### config.mk
export PLATFORM = sky130hd
export DESIGN_NAME = ptm_timer
export DESIGN_NICKNAME = d
export VERILOG_FILES = /design/src/rtl/ptm_pkg.sv /design/src/rtl/ptm_timer.sv
export SDC_FILE = /design/constraint.sdc
export NUM_CORES = 1
export LEC_CHECK = 0
export ABC_AREA = 1
export BUFFER_PORTS_ARGS = -buffer_cell sky130_fd_sc_hd__buf_2
export CAP_MARGIN = 15
export CELL_PAD_IN_SITES_DETAIL_PLACEMENT = 0
export CELL_PAD_IN_SITES_GLOBAL_PLACEMENT = 1
export CORE_MARGIN = 2
export CORE_UTILIZATION = 48
export DETAILED_ROUTE_END_ITERATION = 10
export GPL_TIMING_DRIVEN = 0
export PLACE_DENSITY_LB_ADDON = 0.1
export SETUP_SLACK_MARGIN = 0.02
export SYNTH_ARGS = -nofsm -noshare
export SYNTH_HDL_FRONTEND = slang
export SYNTH_SLANG_ARGS = --single-unit
### constraint.sdc
create_clock -name sys_clk -period 4.95 [get_ports sys_clk]
set_input_delay 0.7425 -clock sys_clk [delete_from_list [all_inputs] [get_ports sys_clk]]
set_output_delay 0.7425 -clock sys_clk [all_outputs]
set_load 0.03 [all_outputs]
### src/rtl/ptm_pkg.sv
// ptm_pkg: constants, layouts and types of the pulse timer
// Behaviour
// - pin carries waveform only while output enabled
// - trigger pin rising edge can start timer
// - count snapshot bytes read-only, reset zero
// - upper count read latches live lower byte
// - lower count read returns latched byte
// - period buffer, reset ones, reloads counter
// - half-written period loads previous full value
// - period change applies at next load
// - lone lower write pairs with old upper
// - duty buffer copied to working at load
// - half-written duty not copied at load
// - duty equal period gives steady active level
// - duty zero gives steady idle level
// - duty above period gives steady idle level
// - high from load to duty match, reload after one
// - output disabled leaves pin as port
// - polarity bit inverts the waveform
package ptm_pkg;

  // ------------------------------------------------
  // bus geometry and register indices
  // ------------------------------------------------
  localparam int ADDR_W = 14; // byte address width
  localparam int ADDR_LSB = 2; // word aligned registers
  localparam int IDX_W = 12; // register index width
  localparam int DATA_W = 32; // avalon data width
  localparam int BYTE_W = 8;
  localparam int CNT_W = 16; // down-counter width
  localparam int PRE_W = 8; // prescaler width
  // byte address of each register is four times its index
  localparam logic [IDX_W-1:0] IDX_CTL_HI = 12'h044;
  localparam logic [IDX_W-1:0] IDX_CTL_LO = 12'h045;
  localparam logic [IDX_W-1:0] IDX_DC_HI = 12'hFB0;
  localparam logic [IDX_W-1:0] IDX_DC_LO = 12'hFB1;
  localparam logic [IDX_W-1:0] IDX_PER_HI = 12'hFB2;
  localparam logic [IDX_W-1:0] IDX_PER_LO = 12'hFB3;
  localparam logic [IDX_W-1:0] IDX_DUTY_HI = 12'hFB4;
  localparam logic [IDX_W-1:0] IDX_DUTY_LO = 12'hFB5;

  // ------------------------------------------------
  // reset values and small constants
  // ------------------------------------------------
  localparam logic [7:0] RST_ZERO8 = 8'h00;
  localparam logic [7:0] RST_ONES8 = 8'hFF;
  localparam logic [15:0] RST_ZERO16 = 16'h0000;
  localparam logic [15:0] RST_ONES16 = 16'hFFFF;
  localparam logic [15:0] CNT_ONE = 16'h0001;
  localparam logic [PRE_W-1:0] PRE_ONE = 8'h01;
  localparam logic [2:0] CKS_FCH7 = 3'h6; // first slow source
  localparam logic [3:0] DIV_STEP = 4'h1; // skips 2^6 slot
  localparam logic [8:0] MASK_ONE = 9'h001;
  // interrupt type select codes
  localparam logic [1:0] IRS_TRIG = 2'h0;
  localparam logic [1:0] IRS_BORROW = 2'h1;
  localparam logic [1:0] IRS_EDGE = 2'h2;
  localparam logic [1:0] IRS_BOTH = 2'h3;

  // ------------------------------------------------
  // types
  // ------------------------------------------------
  // upper control byte, msb first
  typedef struct packed {
    logic timer_run_enable; // timer_run_enable
    logic software_trigger; // software_trigger, reads zero
    logic one_shot_select; // one_shot_select
    logic soft_retrigger_enable; // soft_retrigger_enable
    logic [2:0] cks; // count clock select
    logic output_mask_enable; // output_mask_enable
  } ptm_ctl_hi_t;

  // lower control byte, msb first
  typedef struct packed {
    logic egs1; // trigger falling edge stops
    logic egs0; // trigger rising edge starts
    logic interrupt_enable; // interrupt_enable
    logic interrupt_flag; // interrupt_flag
    logic [1:0] irs; // event type select
    logic output_pin_enable; // output_pin_enable
    logic polarity_select; // polarity_select
  } ptm_ctl_lo_t;

  // one-hot timer states
  typedef enum logic [2:0] {
    ST_STOP = 3'b001,
    ST_WAIT = 3'b010,
    ST_RUN = 3'b100
  } ptm_state_t;

  // avalon request group
  typedef struct packed {
    logic read;
    logic write;
    logic [ADDR_W-1:0] address;
    logic [DATA_W-1:0] writedata;
    logic [3:0] byteenable;
  } ptm_avs_req_t;

  // whole state of the timer
  typedef struct packed {
    ptm_state_t state;
    ptm_ctl_hi_t ctl_hi;
    ptm_ctl_lo_t ctl_lo;
    logic [CNT_W-1:0] cnt; // live down-counter
    logic [CNT_W-1:0] cur_per; // period of this cycle
    logic [CNT_W-1:0] duty_work; // working duty
    logic [7:0] per_hi; // staged upper period byte
    logic [CNT_W-1:0] per_act; // complete period
    logic [7:0] duty_hi; // staged upper duty byte
    logic [CNT_W-1:0] duty_act; // complete duty
    logic duty_pend; // upper duty written alone
    logic [7:0] dc_lo; // latched lower count
    logic [PRE_W-1:0] pre; // prescaler
    logic trg_s1;
    logic trg_s2;
    logic trg_s3;
    logic wave; // raw waveform level
    logic eff; // last effective level
    logic pin_out;
    logic pin_oe;
    logic waitreq;
    logic [DATA_W-1:0] rdata;
  } ptm_st_t;

endpackage : ptm_pkg

### src/rtl/ptm_timer.sv
// ptm_timer: 16-bit pulse timer with avalon register slave
module ptm_timer import ptm_pkg::*; (
  input wire logic sys_clk, // 10 MHz
  input wire logic arst_n,
  input wire ptm_avs_req_t avs_req,
  output logic [DATA_W-1:0] avs_readdata,
  output logic avs_waitrequest,
  input wire logic hw_trigger_pin, // asynchronous pin
  input wire logic gpio_dout, // port data when timer off pin
  input wire logic gpio_oe, // port enable when timer off pin
  output logic pulse_output_pin_o,
  output logic pulse_output_pin_oe
);

  // ------------------------------------------------
  // state
  // ------------------------------------------------
  localparam ptm_st_t ST_INIT = '{
    state: ST_STOP,
    cur_per: RST_ONES16,
    duty_work: RST_ONES16,
    per_hi: RST_ONES8,
    per_act: RST_ONES16,
    duty_hi: RST_ONES8,
    duty_act: RST_ONES16,
    waitreq: 1'b1,
    default: '0
  };

  ptm_st_t st_q; // registered state
  ptm_st_t st_d; // next state

  // ------------------------------------------------
  // bus decode
  // ------------------------------------------------
  logic [IDX_W-1:0] idx; // register index
  logic req; // request pending
  logic take; // first edge, answer prepared
  logic done; // accepting edge
  logic wr; // write takes effect now
  logic be1; // 16-bit access
  logic [7:0] wb0; // low write byte
  logic [7:0] wb1; // second write byte
  logic rd_hi; // upper count read
  logic wr_chi; // upper control write
  ptm_ctl_hi_t wch; // written upper control
  ptm_ctl_lo_t wcl; // written lower control

  assign idx = avs_req.address[ADDR_W-1:ADDR_LSB];
  assign req = avs_req.read | avs_req.write;
  assign take = req & st_q.waitreq;
  assign done = req & ~st_q.waitreq;
  assign wr = done & avs_req.write & avs_req.byteenable[0];
  assign be1 = avs_req.byteenable[1];
  assign wb0 = avs_req.writedata[BYTE_W-1:0];
  assign wb1 = avs_req.writedata[2*BYTE_W-1:BYTE_W];
  assign rd_hi = take & avs_req.read & (idx == IDX_DC_HI);
  assign wr_chi = wr & (idx == IDX_CTL_HI);
  assign wch = ptm_ctl_hi_t'(wb0);
  assign wcl = ptm_ctl_lo_t'(wb0);

  // ------------------------------------------------
  // prescaler tick
  // ------------------------------------------------
  logic [3:0] div_k; // log2 of division
  logic [8:0] div_mask;
  logic tick; // one-cycle count enable

  // the prescaler runs free, so the first tick after a
  // start may come early by up to one count period
  assign div_k = (st_q.ctl_hi.cks < CKS_FCH7) ?
    {1'b0, st_q.ctl_hi.cks} : {1'b0, st_q.ctl_hi.cks} + DIV_STEP;
  assign div_mask = (MASK_ONE << div_k) - MASK_ONE;
  assign tick = (st_q.pre & div_mask[PRE_W-1:0]) ==
    div_mask[PRE_W-1:0];

  // ------------------------------------------------
  // triggers and timer events
  // ------------------------------------------------
  logic rise; // synchronised trigger rising edge
  logic fall; // synchronised trigger falling edge
  logic timer_run_enable_w; // run enable including this write
  logic sw_trig;
  logic hw_start;
  logic hw_stop;
  logic run_q;
  logic trig_load; // start or retrigger
  logic borrow; // counter at one on a tick
  logic load; // counter takes the period
  logic [CNT_W-1:0] cnt_dec;

  // edges look only at the second and third stages
  assign rise = st_q.trg_s2 & ~st_q.trg_s3;
  assign fall = ~st_q.trg_s2 & st_q.trg_s3;
  assign timer_run_enable_w = wr_chi ? wch.timer_run_enable : st_q.ctl_hi.timer_run_enable;
  assign sw_trig = wr_chi & wch.software_trigger & wch.timer_run_enable;
  assign hw_start = rise & st_q.ctl_lo.egs0;
  assign run_q = st_q.state == ST_RUN;
  assign hw_stop = run_q & fall & st_q.ctl_lo.egs1;
  // a running timer restarts only with retrigger enabled
  assign trig_load = (sw_trig | (hw_start & st_q.ctl_hi.timer_run_enable)) &
    (~run_q | st_q.ctl_hi.soft_retrigger_enable) & timer_run_enable_w;
  assign borrow = run_q & tick & (st_q.cnt == CNT_ONE);
  // a pin stop or a cleared run bit beats the periodic reload
  assign load = (trig_load | (borrow & ~st_q.ctl_hi.one_shot_select & ~hw_stop)) &
    timer_run_enable_w;
  assign cnt_dec = st_q.cnt - CNT_ONE;

  // ------------------------------------------------
  // output level
  // ------------------------------------------------
  logic duty_idle; // duty zero or beyond period
  logic duty_full; // duty equals period
  logic lvl; // level before polarity
  logic ev_set; // selected event for the flag

  assign duty_idle = (st_q.duty_work == RST_ZERO16) |
    (st_q.duty_work > st_q.cur_per);
  assign duty_full = st_q.duty_work == st_q.cur_per;
  // mask forces the idle level regardless of duty
  assign lvl = run_q & ~st_q.ctl_hi.output_mask_enable & ~duty_idle &
    (duty_full | st_q.wave);

  // event selection for the sticky flag
  always_comb begin
    unique case (st_q.ctl_lo.irs)
      IRS_TRIG: ev_set = trig_load;
      IRS_BORROW: ev_set = borrow;
      IRS_EDGE: ev_set = lvl & ~st_q.eff;
      IRS_BOTH: ev_set = borrow | (lvl & ~st_q.eff);
    endcase
  end

  // ------------------------------------------------
  // read mux
  // ------------------------------------------------
  // the upper address of the count, period and duty pairs also shows the lower
  // byte in bits 15:8 when byte lane 1 is enabled
  function automatic logic [DATA_W-1:0] rd_mux(
    input ptm_st_t s,
    input logic [IDX_W-1:0] i,
    input logic w16
  );
    logic [7:0] lo8;
    logic [7:0] hi8;
    lo8 = RST_ZERO8;
    hi8 = RST_ZERO8;
    case (i)
      IDX_CTL_HI: lo8 = s.ctl_hi;
      IDX_CTL_LO: lo8 = s.ctl_lo;
      IDX_DC_HI: begin
        lo8 = s.cnt[CNT_W-1:BYTE_W];
        hi8 = s.cnt[BYTE_W-1:0];
      end
      IDX_DC_LO: lo8 = s.dc_lo;
      IDX_PER_HI: begin
        lo8 = s.per_hi;
        hi8 = s.per_act[BYTE_W-1:0];
      end
      IDX_PER_LO: lo8 = s.per_act[BYTE_W-1:0];
      IDX_DUTY_HI: begin
        lo8 = s.duty_hi;
        hi8 = s.duty_act[BYTE_W-1:0];
      end
      IDX_DUTY_LO: lo8 = s.duty_act[BYTE_W-1:0];
      default: ; // unmapped reads zero
    endcase
    return {RST_ZERO16, (w16 ? hi8 : RST_ZERO8), lo8};
  endfunction

  // ------------------------------------------------
  // next state
  // ------------------------------------------------
  always_comb begin
    st_d = st_q;
    st_d.pre = st_q.pre + PRE_ONE;
    // two-stage synchroniser plus edge history
    st_d.trg_s1 = hw_trigger_pin;
    st_d.trg_s2 = st_q.trg_s1;
    st_d.trg_s3 = st_q.trg_s2;
    // handshake: answer one cycle after the request
    if (take) begin
      st_d.waitreq = 1'b0;
      st_d.rdata = rd_mux(st_q, idx, be1);
    end else if (done) begin
      st_d.waitreq = 1'b1;
    end
    // upper count read freezes the lower byte
    if (rd_hi) begin
      st_d.dc_lo = st_q.cnt[BYTE_W-1:0];
    end
    // timer core
    if (!timer_run_enable_w) begin
      st_d.state = ST_STOP; // halts at once
      st_d.wave = 1'b0;
    end else if (load) begin
      st_d.state = ST_RUN;
      st_d.cnt = st_q.per_act;
      st_d.cur_per = st_q.per_act;
      // half-written duty keeps the old working value
      if (!st_q.duty_pend) begin
        st_d.duty_work = st_q.duty_act;
      end
      st_d.wave = 1'b1;
    end else if (hw_stop || (borrow && st_q.ctl_hi.one_shot_select)) begin
      st_d.state = ST_WAIT; // one shot ends or pin stops
      st_d.wave = 1'b0;
    end else if (st_q.state == ST_STOP) begin
      st_d.state = ST_WAIT; // standby for a trigger
    end else if (run_q && tick) begin
      st_d.cnt = cnt_dec;
      if (cnt_dec == st_q.duty_work) begin
        st_d.wave = 1'b0;
      end
    end
    // register writes; count bytes are never written
    if (wr) begin
      case (idx)
        IDX_CTL_HI: begin
          st_d.ctl_hi = wch;
          st_d.ctl_hi.software_trigger = 1'b0; // trigger is a pulse
        end
        IDX_CTL_LO: begin
          st_d.ctl_lo = wcl;
          // flag clears on zero, writing one keeps it
          st_d.ctl_lo.interrupt_flag = st_q.ctl_lo.interrupt_flag & wcl.interrupt_flag;
        end
        IDX_PER_HI: begin
          st_d.per_hi = wb0;
          if (be1) begin
            st_d.per_act = {wb0, wb1};
          end
        end
        IDX_PER_LO: begin
          st_d.per_act = {st_q.per_hi, wb0};
        end
        IDX_DUTY_HI: begin
          st_d.duty_hi = wb0;
          st_d.duty_pend = !be1;
          if (be1) begin
            st_d.duty_act = {wb0, wb1};
          end
        end
        IDX_DUTY_LO: begin
          st_d.duty_act = {st_q.duty_hi, wb0};
          st_d.duty_pend = 1'b0;
        end
        default: ; // unmapped writes ignored
      endcase
    end
    // an event in the clearing cycle wins
    if (ev_set) begin
      st_d.ctl_lo.interrupt_flag = 1'b1;
    end
    st_d.eff = lvl;
    // pin mux: timer level or general port
    if (st_q.ctl_lo.output_pin_enable) begin
      st_d.pin_out = lvl ^ st_q.ctl_lo.polarity_select;
      st_d.pin_oe = 1'b1;
    end else begin
      st_d.pin_out = gpio_dout;
      st_d.pin_oe = gpio_oe;
    end
  end

  // ------------------------------------------------
  // state register
  // ------------------------------------------------
  always_ff @(posedge sys_clk or negedge arst_n) begin
    if (!arst_n) begin
      st_q <= ST_INIT;
    end else begin
      st_q <= st_d;
    end
  end

  assign avs_readdata = st_q.rdata;
  assign avs_waitrequest = st_q.waitreq;
  assign pulse_output_pin_o = st_q.pin_out;
  assign pulse_output_pin_oe = st_q.pin_oe;

  // ------------------------------------------------
  // assertions
  // ------------------------------------------------
  logic [7:0] cnt_lo; // helpers for sampled values
  logic [CNT_W-1:0] per_act_w;
  logic [CNT_W-1:0] duty_act_w;
  logic [CNT_W-1:0] duty_work_w;
  logic [7:0] per_hi_w;
  logic [7:0] dc_lo_w;
  logic polarity_select_w;
  assign cnt_lo = st_q.cnt[BYTE_W-1:0];
  assign per_act_w = st_q.per_act;
  assign duty_act_w = st_q.duty_act;
  assign duty_work_w = st_q.duty_work;
  assign per_hi_w = st_q.per_hi;
  assign dc_lo_w = st_q.dc_lo;
  assign polarity_select_w = st_q.ctl_lo.polarity_select;
endmodule // ptm_timer

Yosys cells after proc, flatten, opt, wreduce, memory -nomap -nowiden
Index checks and enable logic that the tools add are counted.
{ "classes": {"n_addsub": 4, "order_cmp": 2, "n_eq_ne": 25, "n_shift": 1, "n_mux": 29, "n_bitwise": 46, "reduce_logical": 24} }
{ "ops": {"columns": ["cell", "n"], "rows": [
  ["16-bit 2-to-1 mux", 5],
  ["12-bit equality test, second input constant", 6],
  ["8-bit case mux with 8 select lines", 1],
  ["17-bit case mux with 2 select lines", 1],
  ["16-bit equality test", 2],
  ["16-bit case mux with 2 select lines", 1],
  ["1-bit AND", 27],
  ["12-bit by 7-bit equality test with 1-bit output, second input constant", 2],
  ["8-bit case mux with 3 select lines", 1],
  ["16-bit by 1-bit equality test with 1-bit output, second input constant", 1],
  ["16-bit > comparator", 1],
  ["16-bit logical NOT", 1],
  ["16-bit by 1-bit subtractor with 16-bit output, second input constant", 1],
  ["2-bit AND reduction", 7],
  ["3-bit 2-to-1 mux", 4],
  ["4-bit by 1-bit != test with 1-bit output, second input constant", 3],
  ["3-bit AND reduction", 4],
  ["2-bit nonzero test", 6],
  ["1-bit 2-to-1 mux", 10],
  ["5-bit 2-to-1 mux", 2],
  ["1-bit NOT", 10],
  ["8-bit by 1-bit adder with 8-bit output, second input constant", 1],
  ["8-bit AND", 1],
  ["8-bit equality test", 1],
  ["other kinds (21)", 32]
]} }
{ "totals": {"register_bits": 155, "inputBits": 57, "output_inout_bits": 35, "word_cells": 163} }

Logic depth before layout (Yosys ltp)
Gate-level depths: netlist (run 1).
{ "logic_depth": {"word_depth": 14, "ltp_mapped": 24} }

Worst setup path before layout (run 1)
OpenSTA, ideal clock, no wires.
{ "synth_timing": {"path_kind": "flip-flop to flip-flop", "startpoint": "register st_q[163] (netlist bit)", "endpoint": "register st_q[149] (netlist bit)", "setup_ns": 0.116, "t_arrival_ns": 2.570, "setup_slack_ns": 2.263, "stages_incl_launch_ff": 21, "n_path_buf": 1, "synth_period_minus_slack_ns": 2.687, "path_cell_list": "dfrtp_1 > ha_1 > inv_1 > nand2_1 > nand2_1 > nand2_1 > nor2_1 > inv_2 > ha_1 > o221ai_1 > a21oi_1 > nand3_1 > nor2_2 > nand4_2 > nand2_4 > nand2_8 > nand2_2 > nand2_4 > buf_6 > nand2_1 > nand2_1"} }
{ "synth_via": {"elab_chain_cells": 14, "word_cells_on_any_way": 21, "cone_classes": "add/sub: 2; order compare: 1; eq/ne: 3; shift: 1; mux: 2; bitwise: 7; reduce/logical: 5"} }
{ "synth_lines": {"columns": ["element", "line_no", "text"], "rows": [
  ["start, declared", "ptm_timer.sv:30", "ptm_st_t st_q;"],
  ["start signal, assigned", "ptm_timer.sv:273", "st_q <= st_d;"],
  ["3-bit by 1-bit adder with 4-bit output / 3-bit less-than comparator (equally long branches)", "ptm_timer.sv:72, ptm_timer.sv:71", null],
  ["4-bit 2-to-1 mux (*)", "ptm_timer.sv:71", "assign div_k = (st_q.ctl_hi.cks < CKS_FCH7) ?"],
  ["1-bit by 4-bit left shift with 8-bit output (*)", "ptm_timer.sv:73", "assign div_mask = (MASK_ONE << div_k) - MASK_ONE;"],
  ["8-bit by 1-bit subtractor with 8-bit output (*)", "ptm_timer.sv:73", null],
  ["8-bit AND", "ptm_timer.sv:74", "assign tick = (st_q.pre & div_mask[PRE_W-1:0]) =="],
  ["8-bit equality test (*)", "ptm_timer.sv:74", null],
  ["1-bit AND (2 in a row)", "ptm_timer.sv:103", "assign borrow = run_q & tick & (st_q.cnt == CNT_ONE);"],
  ["1-bit AND (2 in a row)", "ptm_timer.sv:105", "assign load = (trig_load | (borrow & ~st_q.ctl_hi.one_shot_select & ~hw_stop)) &"],
  ["1-bit OR", "ptm_timer.sv:105", null],
  ["1-bit AND", "ptm_timer.sv:105", null],
  ["2-bit != test (no source line) / 2-bit nonzero test (equally long branches)", null, null],
  ["4-bit AND reduction (no source line)", null, null]
]} }
Every way passes the cells marked *; elsewhere a longest branch is shown, timed or not.
A chain may end at the register's enable or synchronous reset.

Final worst setup path (run 1)
{ "layout_timing": {"startpoint": "register st_q[164] (netlist bit)", "endpoint": "register st_q[150] (netlist bit)"} }
Same word-level chain as after synthesis.

==> impl_results.md, run 1 <==
- H-tree levels: 4
- Final design utilization: 55.2%
- Root Driver: clkbuf_16
- Clk_lat worst skew: 440 ps
- Placer Congestion: 0.958
- Most common cell after layout, fill and taps aside: nand2_1
- Final hold viol count: 0
- CP Cell Sequence: buf_2, nand2_1, inv_1, ha_1, inv_1, nand2_1, nor2_1, inv_2, ha_1, o221ai_1, a21oi_1, nand3_1, nor2_2, nand4_2, nand2_4, inv_2, a21oi_4, buf_6, nand2_1, nand2_1
- Worst path most repeated cell: nand2_1
- Cell family with the largest share of critical-path delay: simple AND/OR/NAND/NOR gates
- Max Cap Violations: 0
- Number of I/O pins: 92
- CTS sink count: between 150 and 200
- Largest family of logic cells by synthesized area: simple AND/OR/NAND/NOR gates
- Core area: between 15000 and 20000 um^2
- Most area-consuming cells after synthesis: dfstp_2 24%, dfrtp_1 20%, nand2_1 13%
- Post-synthesis async set-or-reset flop share: 100%
- Number of global-route vias before repair: roughly 7.5k
- Post-Syn Area: approximately 9000 um^2
- Final period util: between 60% and 70%
- Drt drc: 0
- Mux share of post-synthesis cell area: 3.01%
- Busiest grt layer: met2
- Clk_skew: roughly 12 ps
- Area grow syn2layout: 13.6%
- Die X: approximately 140 um
- Grt met1 use: ~40%
- Total grt overflow: 0
- Dpl hpwl: around 21000 um
- Global-route wire length before repair: approximately 42000 um
- Slew at the pin closest to its max-slew limit: 760 ps
- Number of fill cells: 1842
- Cts hold-fix bufs: 0
- Grt met2 use: between 40% and 50%
- Die H: ~140 um
- Cell taking the most area after synthesis: dfstp_2
- Crit path buf inv count: 6
- Status: finished clean
- RSZ-0062 raised after global routing: false
- Share of the synthesized area in the top cell type: 23.9%
- Final setup viols: 0
- Rows: 50
- Routed WL per cell: about 18 um
- Initial Utilization: about 50%
- CP required: roughly 5300 ps
- CTS clock-pin slew for the worst setup and hold paths: ~70 ps
- Iteration-0 DRC Markers: 610
- CTS tree: built
- N_diodes: 0
- Dpl cells: 1452
- Post-Synth Adder-Cell Area: 3.05%
- Layout Nets: ~1.3k
- Layout cells sized above 1: between 20% and 30%
- Setup TNS: 0 ps
- Vias: roughly 7.8k
- CP peak stage delay: approximately 360 ps
- Initial antenna violation count: 0
- Mean post-synth cell area: around 7.9 um^2
- Port bufs: between 50 and 60
- RR Startpoint: st_q[164]
- CTS Buf Count: 17
- Yosys cell types: 50
- Static Leak: ~5.4 nW
- Total power: 0.00272 W
- Post-DRT Antenna Nets: 0
- CP max stage cell: dfrtp_1
- Setup Fix Bufs, Post-CTS: 0
- Number of flops mapped to enable cells by yosys: 0
- Pwr/cell area: about 260 nW/um^2
- Hold WC Path Type: input pin to async pin
- Top FF cell, synth: dfstp_2
- Non-filler instance count after layout: 1484
- Overall Global Routing Usage: between 20% and 30%
- R2R setup slack: ~1700 ps
- Initial DRT Pass Iterations: 5
- F_max: ~310 MHz
- Max Slew Vio Count: 0
- CP Max Fanout: 10
- Crit end category: flip-flop
- WP data arrival: between 3000 and 4000 ps
- Synth warn: 0
- Final wirelength: ~26000 um
- Max_slew headroom: between 40% and 50%
- Compound-gate portion of the synthesized area: 12.4%
- Cells after synthesis: between 1k and 1.5k
- Reg2Reg Depth: 20
- Maximum VDD drop: 0.252 mV
- Met3 Use GR: slightly above 5%
- Critical R2R Capture: st_q[150]
- Pin count of the biggest net entering global routing: 95
- CTS resizes: 0
- Startpoint Class: flip-flop
- Seq/Total Area, Yosys: 44.1%
- Most frequent cells in the layout: 323 x nand2_1, 163 x inv_1, 92 x o21ai_0
- Synth Area in Simple Gates: 23.5%
- Tmin final: roughly 3200 ps
- DIE AREA: about 20000 um^2
- Synth Area in XOR/XNOR: roughly 2.4%
- Yosys reg bits: approximately 160
- Clk buf depth: 2
- Vias/cell: ~5.3
- CP Class: flip-flop to flip-flop
[synth_stat cells (all sizes together), types with 17 or more instances]
cell type  count
nand2        331
inv          168
o21ai        110
dfstp         82
dfrtp         73
nor2          72
nand3         51
buf           45
a21oi         33
xor2          24
nand4         23
o22ai         23
ha            22
clkbuf        18
mux2          17
[metrics by stage]
stage                     instance area [um^2]  setup slack, ps  hold slack, ps
final                                    10300             1740             230
after floorplan                           9080             2260             331
after detailed placement                  9690             1770             346
after global routing                     10300             1460             259
after CTS                                10300             1730             251
after global placement                    9650              749             334
[report_power, final]
part           internal (W)  leakage, nW  switching (W)
Clock              0.000673        0.286       0.000625
Sequential          0.00128         1.83     0.00000270
Combinational     0.0000372         3.27       0.000101
Total               0.00199         5.38       0.000729
[sequential cells by signal (all words and copies together), names as in the netlist]
| name | cells |
|---|---|
| polarity_select_w | 1 |
| pulse_output_pin_oe | 1 |
| per_act_w | 16 |
| dc_lo_w | 8 |
| duty_work_w | 16 |
| cnt_lo | 8 |
| st_d | 2 |
| st_q | 61 |
| pulse_output_pin_o | 1 |
| avs_readdata | 16 |
| per_hi_w | 8 |
| duty_act_w | 16 |
| avs_waitrequest | 1 |
[logic make-up after synthesis]
family	after synthesis
other cells	1
simple gates	495
flops	155
fa+ha+maj	22
mux	25
buf+inv	231
xor+xnor	25
compound gates	193
[area by class of cell]
| cell class | instances | area (um^2) | share of cell area [%] |
|---|---|---|---|
| sequential | 155 | 3980 | 38.8 |
| inverter | 168 | 633 | 6.17 |
| tap | 234 | 293 | 2.85 |
| multi-input combinational | 776 | 4070 | 39.7 |
| clock inverter | 15 | 143 | 1.39 |
| buffer | 63 | 403 | 3.93 |
| timing repair buffer | 56 | 313 | 3.05 |
| clock buffer | 17 | 425 | 4.15 |
[routing by layer]
metal | routed length, um | share of wire (%) | up-vias
met5 | 0 | 0 | -
met4 | 927 | 3.5 | 0
met3 | 1570 | 6.0 | 52
met2 | 11600 | 44 | 259
met1 | 12300 | 47 | 3645
li1 | - | - | 3861
[worst max-delay path by stage]
stage	startpoint	to	slack [ps]	cells after the start
6_report	st_q[164]	st_q[150]	1740	20
5_1_grt	st_q[163]	duty_work_w[9]	1460	19
4_1_cts	st_q[164]	st_q[150]	1730	20
3_5_place_dp	st_q[164]	st_q[147]	1770	20
3_3_place_gp	arst_n	cnt_lo[5]	750	1
2_1_floorplan	st_q[163]	st_q[149]	2260	20
[worst register-to-register path, cell delays in order (launching register included)]
cell,delay (ps)
dfrtp_1,360
buf_2,170
nand2_1,90
inv_1,50
ha_1,190
inv_1,140
nand2_1,90
nor2_1,140
inv_2,60
ha_1,300
o221ai_1,120
a21oi_1,140
nand3_1,100
nor2_2,190
nand4_2,120
nand2_4,180
inv_2,70
a21oi_4,290
buf_6,200
nand2_1,80
nand2_1,70
(Power assumes the default switching activity.)
==> run 2, diff against run 1 <==
Settings changed: CORE_UTILIZATION 48 to 40.
Clock period 4.95 ns to 2.6 ns, I/O delays scaled along.
==> impl_results.md, run 2 (synthesized netlist as in run 1, its figures left out) <==
- Critical R2R Capture: duty_work_w[4]
- WP data arrival: 3180 ps
- CTS sink count: 155
- Final design utilization: between 50% and 60%
- Clk_skew: approximately 15 ps
- DIE AREA: around 24000 um^2
- Fin Hold WS: just over 50 ps
- Pwr/cell area: 470 nW/um^2
- Drt drc: 0
- Most common cell after layout, fill and taps aside: nand2_1
- Vias: around 8.0k
- CP peak stage delay: 460 ps
- Slack of the critical path: -210 ps
- Clk_lat worst skew: ~440 ps
- F_max: about 360 MHz
- Overall Global Routing Usage: 24.9%
- Crit path buf inv count: 3
- N_diodes: 0
- Final setup viols: between 40 and 50
- Routed WL per cell: roughly 18 um
- Hold WC Path Type: input pin to flip-flop
- Maximum VDD drop: between 0.4 and 0.5 mV
- Layout cells sized above 1: between 30% and 40%
- Most frequent cells in the layout: 277 x nand2_1, 157 x inv_1, 91 x o21ai_0
- Startpoint Class: flip-flop
- Die H: between 150 and 200 um
- Iteration-0 DRC Markers: 650
- Root Driver: clkbuf_16
- Initial Utilization: between 40% and 50%
- R2R setup slack: -210 ps
- Dpl cells: between 1k and 1.5k
- CP Max Fanout: 7
- Clk buf depth: 2
- Slew at the pin closest to its max-slew limit: 786 ps
- DP Worst Slack: -584 ps
- Dpl hpwl: about 22000 um
- Placer Congestion: approximately 0.89
- CP required: just under 3000 ps
- Reg2Reg Depth: 19
- Worst path most repeated cell: nand2_2
- Initial antenna violation count: 0
- Initial DRT Pass Iterations: 5
- Total grt overflow: 0
- CTS tree: built
- Max Cap Violations: 0
- Number of fill cells: ~2.2k
- Final wirelength: about 29000 um
- CP max stage cell: dfrtp_2
- Worst hold stages: 1
- Max_slew headroom: 46.9%
- Global-route wire length before repair: 44400 um
- Area grow syn2layout: 24.0%
- Non-filler instance count after layout: roughly 1.6k
- Status: finished, violations left
- Failing checks: setup timing
- Layout Nets: between 1k and 1.5k
- Number of global-route vias before repair: 7688
- Vias/cell: between 5 and 6
- CTS Buf Count: 17
- Die X: approximately 150 um
- Pin count of the biggest net entering global routing: roughly 120
- Rows: 54
- Post-DRT Antenna Nets: 0
- Cell family with the largest share of critical-path delay: simple AND/OR/NAND/NOR gates
- H-tree levels: 4
- Max reg flops: between 60 and 70
- Port bufs: between 50 and 60
- CP Class: flip-flop to flip-flop
- RR Startpoint: st_q[163]
- HP Start: hw_trigger_pin
- CP Cell Sequence: ha_4, inv_2, nand2_2, nand2_2, nand2_2, nor2_2, inv_2, ha_4, o221ai_2, a21oi_2, nand3_2, nor2_4, nand4_4, nand2_8, nand2_8, nor2_4, buf_6, nand2_2, o21ai_2
- Crit end category: flip-flop
- Critical path origin: st_q[163]
- Max Slew Vio Count: 0
- RSZ-0062 raised after global routing: true
- Core area: ~22000 um^2
- Number of I/O pins: 92
- Reg with most FFs: st_q
- Final hold viol count: 0
- Final period util: 108%
- WHS Endpoint: st_d[38]
- Tmin final: 2810 ps
- Static Leak: approximately 5.7 nW
- CTS clock-pin slew for the worst setup and hold paths: 70 ps
run 2: what timing repair did:
| action | in CTS | in global routing |
|---|---|---|
| endpoints found under the setup margin | 53 | 54 |
| endpoints found under the hold margin | 18 | 0 |
| hold buffers | 1 | 0 |
| gates cloned | 5 | 0 |
| setup buffers | 26 | 2 |
| pin swaps | 20 | 13 |
| resized for setup | 105 | 41 |
run 2: report_power, final:
part / switching [W] / internal [W] / total (W)
clock network: 0.00111 / 0.00144 / 0.00255
logic: 0.000197 / 0.0000728 / 0.000269
registers: 0.00000575 / 0.00243 / 0.00244
total: 0.00132 / 0.00394 / 0.00526
run 2: area by class of cell:
type | count | area, um^2 | area share (%)
repair buffers | 88 | 678 | 6.06
inverters | 168 | 641 | 5.72
clock inverters | 14 | 160 | 1.43
well taps | 280 | 350 | 3.13
plain buffers | 63 | 452 | 4.03
flip-flops and latches | 155 | 3980 | 35.6
clock buffers | 18 | 429 | 3.83
multi-input cells | 776 | 4500 | 40.2
run 2: worst max-delay path by stage:
stage                                 end  slack (ps)  cells past startpoint
after global routing            cnt_lo[6]        -380                     21
after global placement          cnt_lo[0]       -1380                      1
after CTS                 duty_work_w[11]        -200                     19
after detailed placement        st_q[147]        -580                     20
after floorplan                 st_q[149]         -50                     20
final                      duty_work_w[4]        -210                     19
run 2: worst register-to-register path, stage by stage (launching register included):
cell,delay (ps)
dfrtp_2,460
ha_4,230
inv_2,60
nand2_2,40
nand2_2,70
nand2_2,70
nor2_2,110
inv_2,50
ha_4,260
o221ai_2,90
a21oi_2,150
nand3_2,90
nor2_4,130
nand4_4,120
nand2_8,140
nand2_8,100
nor2_4,240
buf_6,190
nand2_2,80
o21ai_2,60
run 2: through the flow:
| stage | setup TNS [ps] | total power, W | cell area, um^2 |
|---|---|---|---|
| final | -7070 | 0.00526 | 11200 |
| after global routing | -15760 | 0.00543 | 11200 |
| after detailed placement | -23260 | 0.00274 | 9770 |
| after global placement | -152770 | 0.00274 | 9740 |
| after CTS | -6680 | 0.00531 | 11100 |
| after floorplan | -750 | 0.00260 | 9110 |
run 2: layer usage:
| layer | global-route usage [%] | vias up | wire (um) |
|---|---|---|---|
| li1 | - | 3913 | - |
| met1 | 35.6 | 3775 | 13600 |
| met2 | 37.8 | 233 | 12800 |
| met3 | 2.77 | 52 | 1320 |
| met4 | 12.1 | 0 | 1150 |
| met5 | 0 | - | 0 |
==> run 3, diff against run 2 <==
Clock period 2.6 ns to 2.5 ns, I/O delays scaled along.
==> impl_results.md, run 3 (synthesized netlist as in run 1, its figures left out) <==
- Most frequent cells in the layout: 255 x nand2_1, 157 x inv_1, 91 x o21ai_0
- Area grow syn2layout: 26.2%
- Worst hold stages: 1
- Core area: between 20000 and 25000 um^2
- WP data arrival: 3150 ps
- Initial DRT Pass Iterations: 5
- CTS sink count: 155
- Port bufs: 55
- Busiest grt layer: met2
- Max_slew headroom: around 50%
- Reg with most FFs: st_q
- Total grt overflow: 0
- Routed WL per cell: between 15 and 20 um
- N_diodes: 0
- Post-DP Area: about 10000 um^2
- Number of fill cells: between 2k and 2.5k
- H-tree levels: 4
- Slew at the pin closest to its max-slew limit: between 700 and 800 ps
- Static Leak: just under 6 nW
- Final period util: 113%
- DIE AREA: 23800 um^2
- Status: finished, violations left
- Tmin final: approximately 2800 ps
- Initial antenna violation count: 0
- Final Instance Area: 11400 um^2
- Reg2Reg Depth: 21
- CP Class: flip-flop to flip-flop
- RSZ-0062 raised after global routing: true
- Met3 Use GR: under 10%
- Clk_lat worst skew: approximately 430 ps
- Grt met1 use: between 30% and 40%
- Failing checks: setup timing
- Final setup viols: 53
- Dpl cells: about 1.5k
- Max Slew Vio Count: 0
- Pwr/cell area: approximately 470 nW/um^2
- F_max: ~350 MHz
- Vias/cell: ~5.1
- CP Max Fanout: 5
- Most common cell after layout, fill and taps aside: nand2_1
- Vias: 8078
- DP Worst Slack: -646 ps
- Die X: approximately 150 um
- Clk_skew: around 13 ps
- Rows: 54
- Placer Congestion: roughly 0.87
- Post-DRT Antenna Nets: 0
- CTS tree: built
- Layout cells sized above 1: between 30% and 40%
- Slack of the critical path: -331 ps
- Die H: 154 um
- Hold WC Path Type: input pin to flip-flop
- Non-filler instance count after layout: roughly 1.6k
- Register Area: 3980 um^2
- Pin count of the biggest net entering global routing: 115
- Number of I/O pins: 92
- Max Cap Violations: 0
- CTS clock-pin slew for the worst setup and hold paths: approximately 80 ps
- Initial Utilization: just over 40%
- Layout Nets: approximately 1.4k
- CTS Buf Count: 17
- Number of global-route vias before repair: 7884
- CP required: approximately 2800 ps
- Multi-input logic area: roughly 4600 um^2
- Maximum VDD drop: roughly 0.34 mV
- Global-route wire length before repair: approximately 45000 um
- Drt drc: 0
- Max reg flops: 61
- Final hold viol count: 0
- Final design utilization: approximately 52%
- Clk buf depth: 2
- Dpl hpwl: roughly 22000 um
- Overall Global Routing Usage: about 25%
- Final wirelength: 29300 um
- Crit end category: flip-flop
- Startpoint Class: flip-flop
- Iteration-0 DRC Markers: around 740
- Grt met2 use: 39.0%
- Root Driver: clkbuf_16
## run 3: cell count changes in the layout (fill, tap and decap cells not counted), sizes merged
cell      before  now
clkinv         2    3
buf          131  140
bufinv         2    0
inv          175  179
clkbuf        37   35
clkinvlp       3    1
## run 3: layout make-up
class / instances / share of cell area (%)
multi-input cells: 776 / 40.4
flip-flops and latches: 155 / 35.0
repair buffers: 96 / 6.75
inverters: 168 / 5.60
plain buffers: 63 / 4.19
clock buffers: 17 / 3.73
well taps: 280 / 3.07
clock inverters: 15 / 1.31
## run 3: power breakdown
| group | internal [W] | total, W | switching, W | leakage [nW] |
|---|---|---|---|---|
| combinational | 0.0000755 | 0.000281 | 0.000205 | 3.80 |
| clock | 0.00134 | 0.00258 | 0.00124 | 0.284 |
| sequential | 0.00253 | 0.00253 | 0.00000571 | 1.83 |
| total | 0.00394 | 0.00539 | 0.00145 | 5.91 |
## run 3: worst paths after layout
| kind | from | slack (ps) | to |
|---|---|---|---|
| max in group asynchronous | arst_n | 1150 | st_q[47] |
| min reg2reg | st_d[38] | 360 | st_d[37] |
| max | st_q[164] | -330 | st_q[146] |
| max reg2reg | st_q[164] | -330 | st_q[146] |
| min in group asynchronous | arst_n | 410 | st_q[164] |
| min | hw_trigger_pin | 40 | st_d[38] |
## run 3: through the flow
step / setup TNS (ps) / total power [W] / hold slack [ps]
after floorplan: -3760 / 0.00271 / 79.4
after global placement: -170780 / 0.00285 / 333
after detailed placement: -27010 / 0.00285 / 288
after CTS: -15050 / 0.00545 / 25.1
after global routing: -22380 / 0.00557 / 29.8
final: -12820 / 0.00539 / 39.3
## run 3: timing repair
item | in CTS | in global routing
hold endpoints to repair | 21 | 0
cloned | 7 | 0
gates resized for setup | 114 | 81
setup buffers | 27 | 6
hold buffers | 1 | 0
pin swaps | 21 | 12
endpoints found under the setup margin | 53 | 68
## run 3: layer usage
metal / up-vias / share of wire [%]
met4: 0 / 3.8
met5: - / 0
met2: 265 / 45
met3: 49 / 5.0
li1: 3933 / -
met1: 3831 / 46
## run 3: critical path, cell delays in order (launching register included)
cell      delay, ps
dfrtp_1         370
buf_6           130
nand2_4          50
inv_2            40
ha_4            260
nand3_2          80
inv_2            70
nand2_2          60
ha_4            270
o221ai_2         80
a21oi_1         130
nand3_1         120
nor2_4          160
nand4_4         100
nand2_4         140
nand2_8          80
buf_6           130
nand2_4          70
nand2_8          90
buf_8           150
nand2_2          50
nand2_1          50
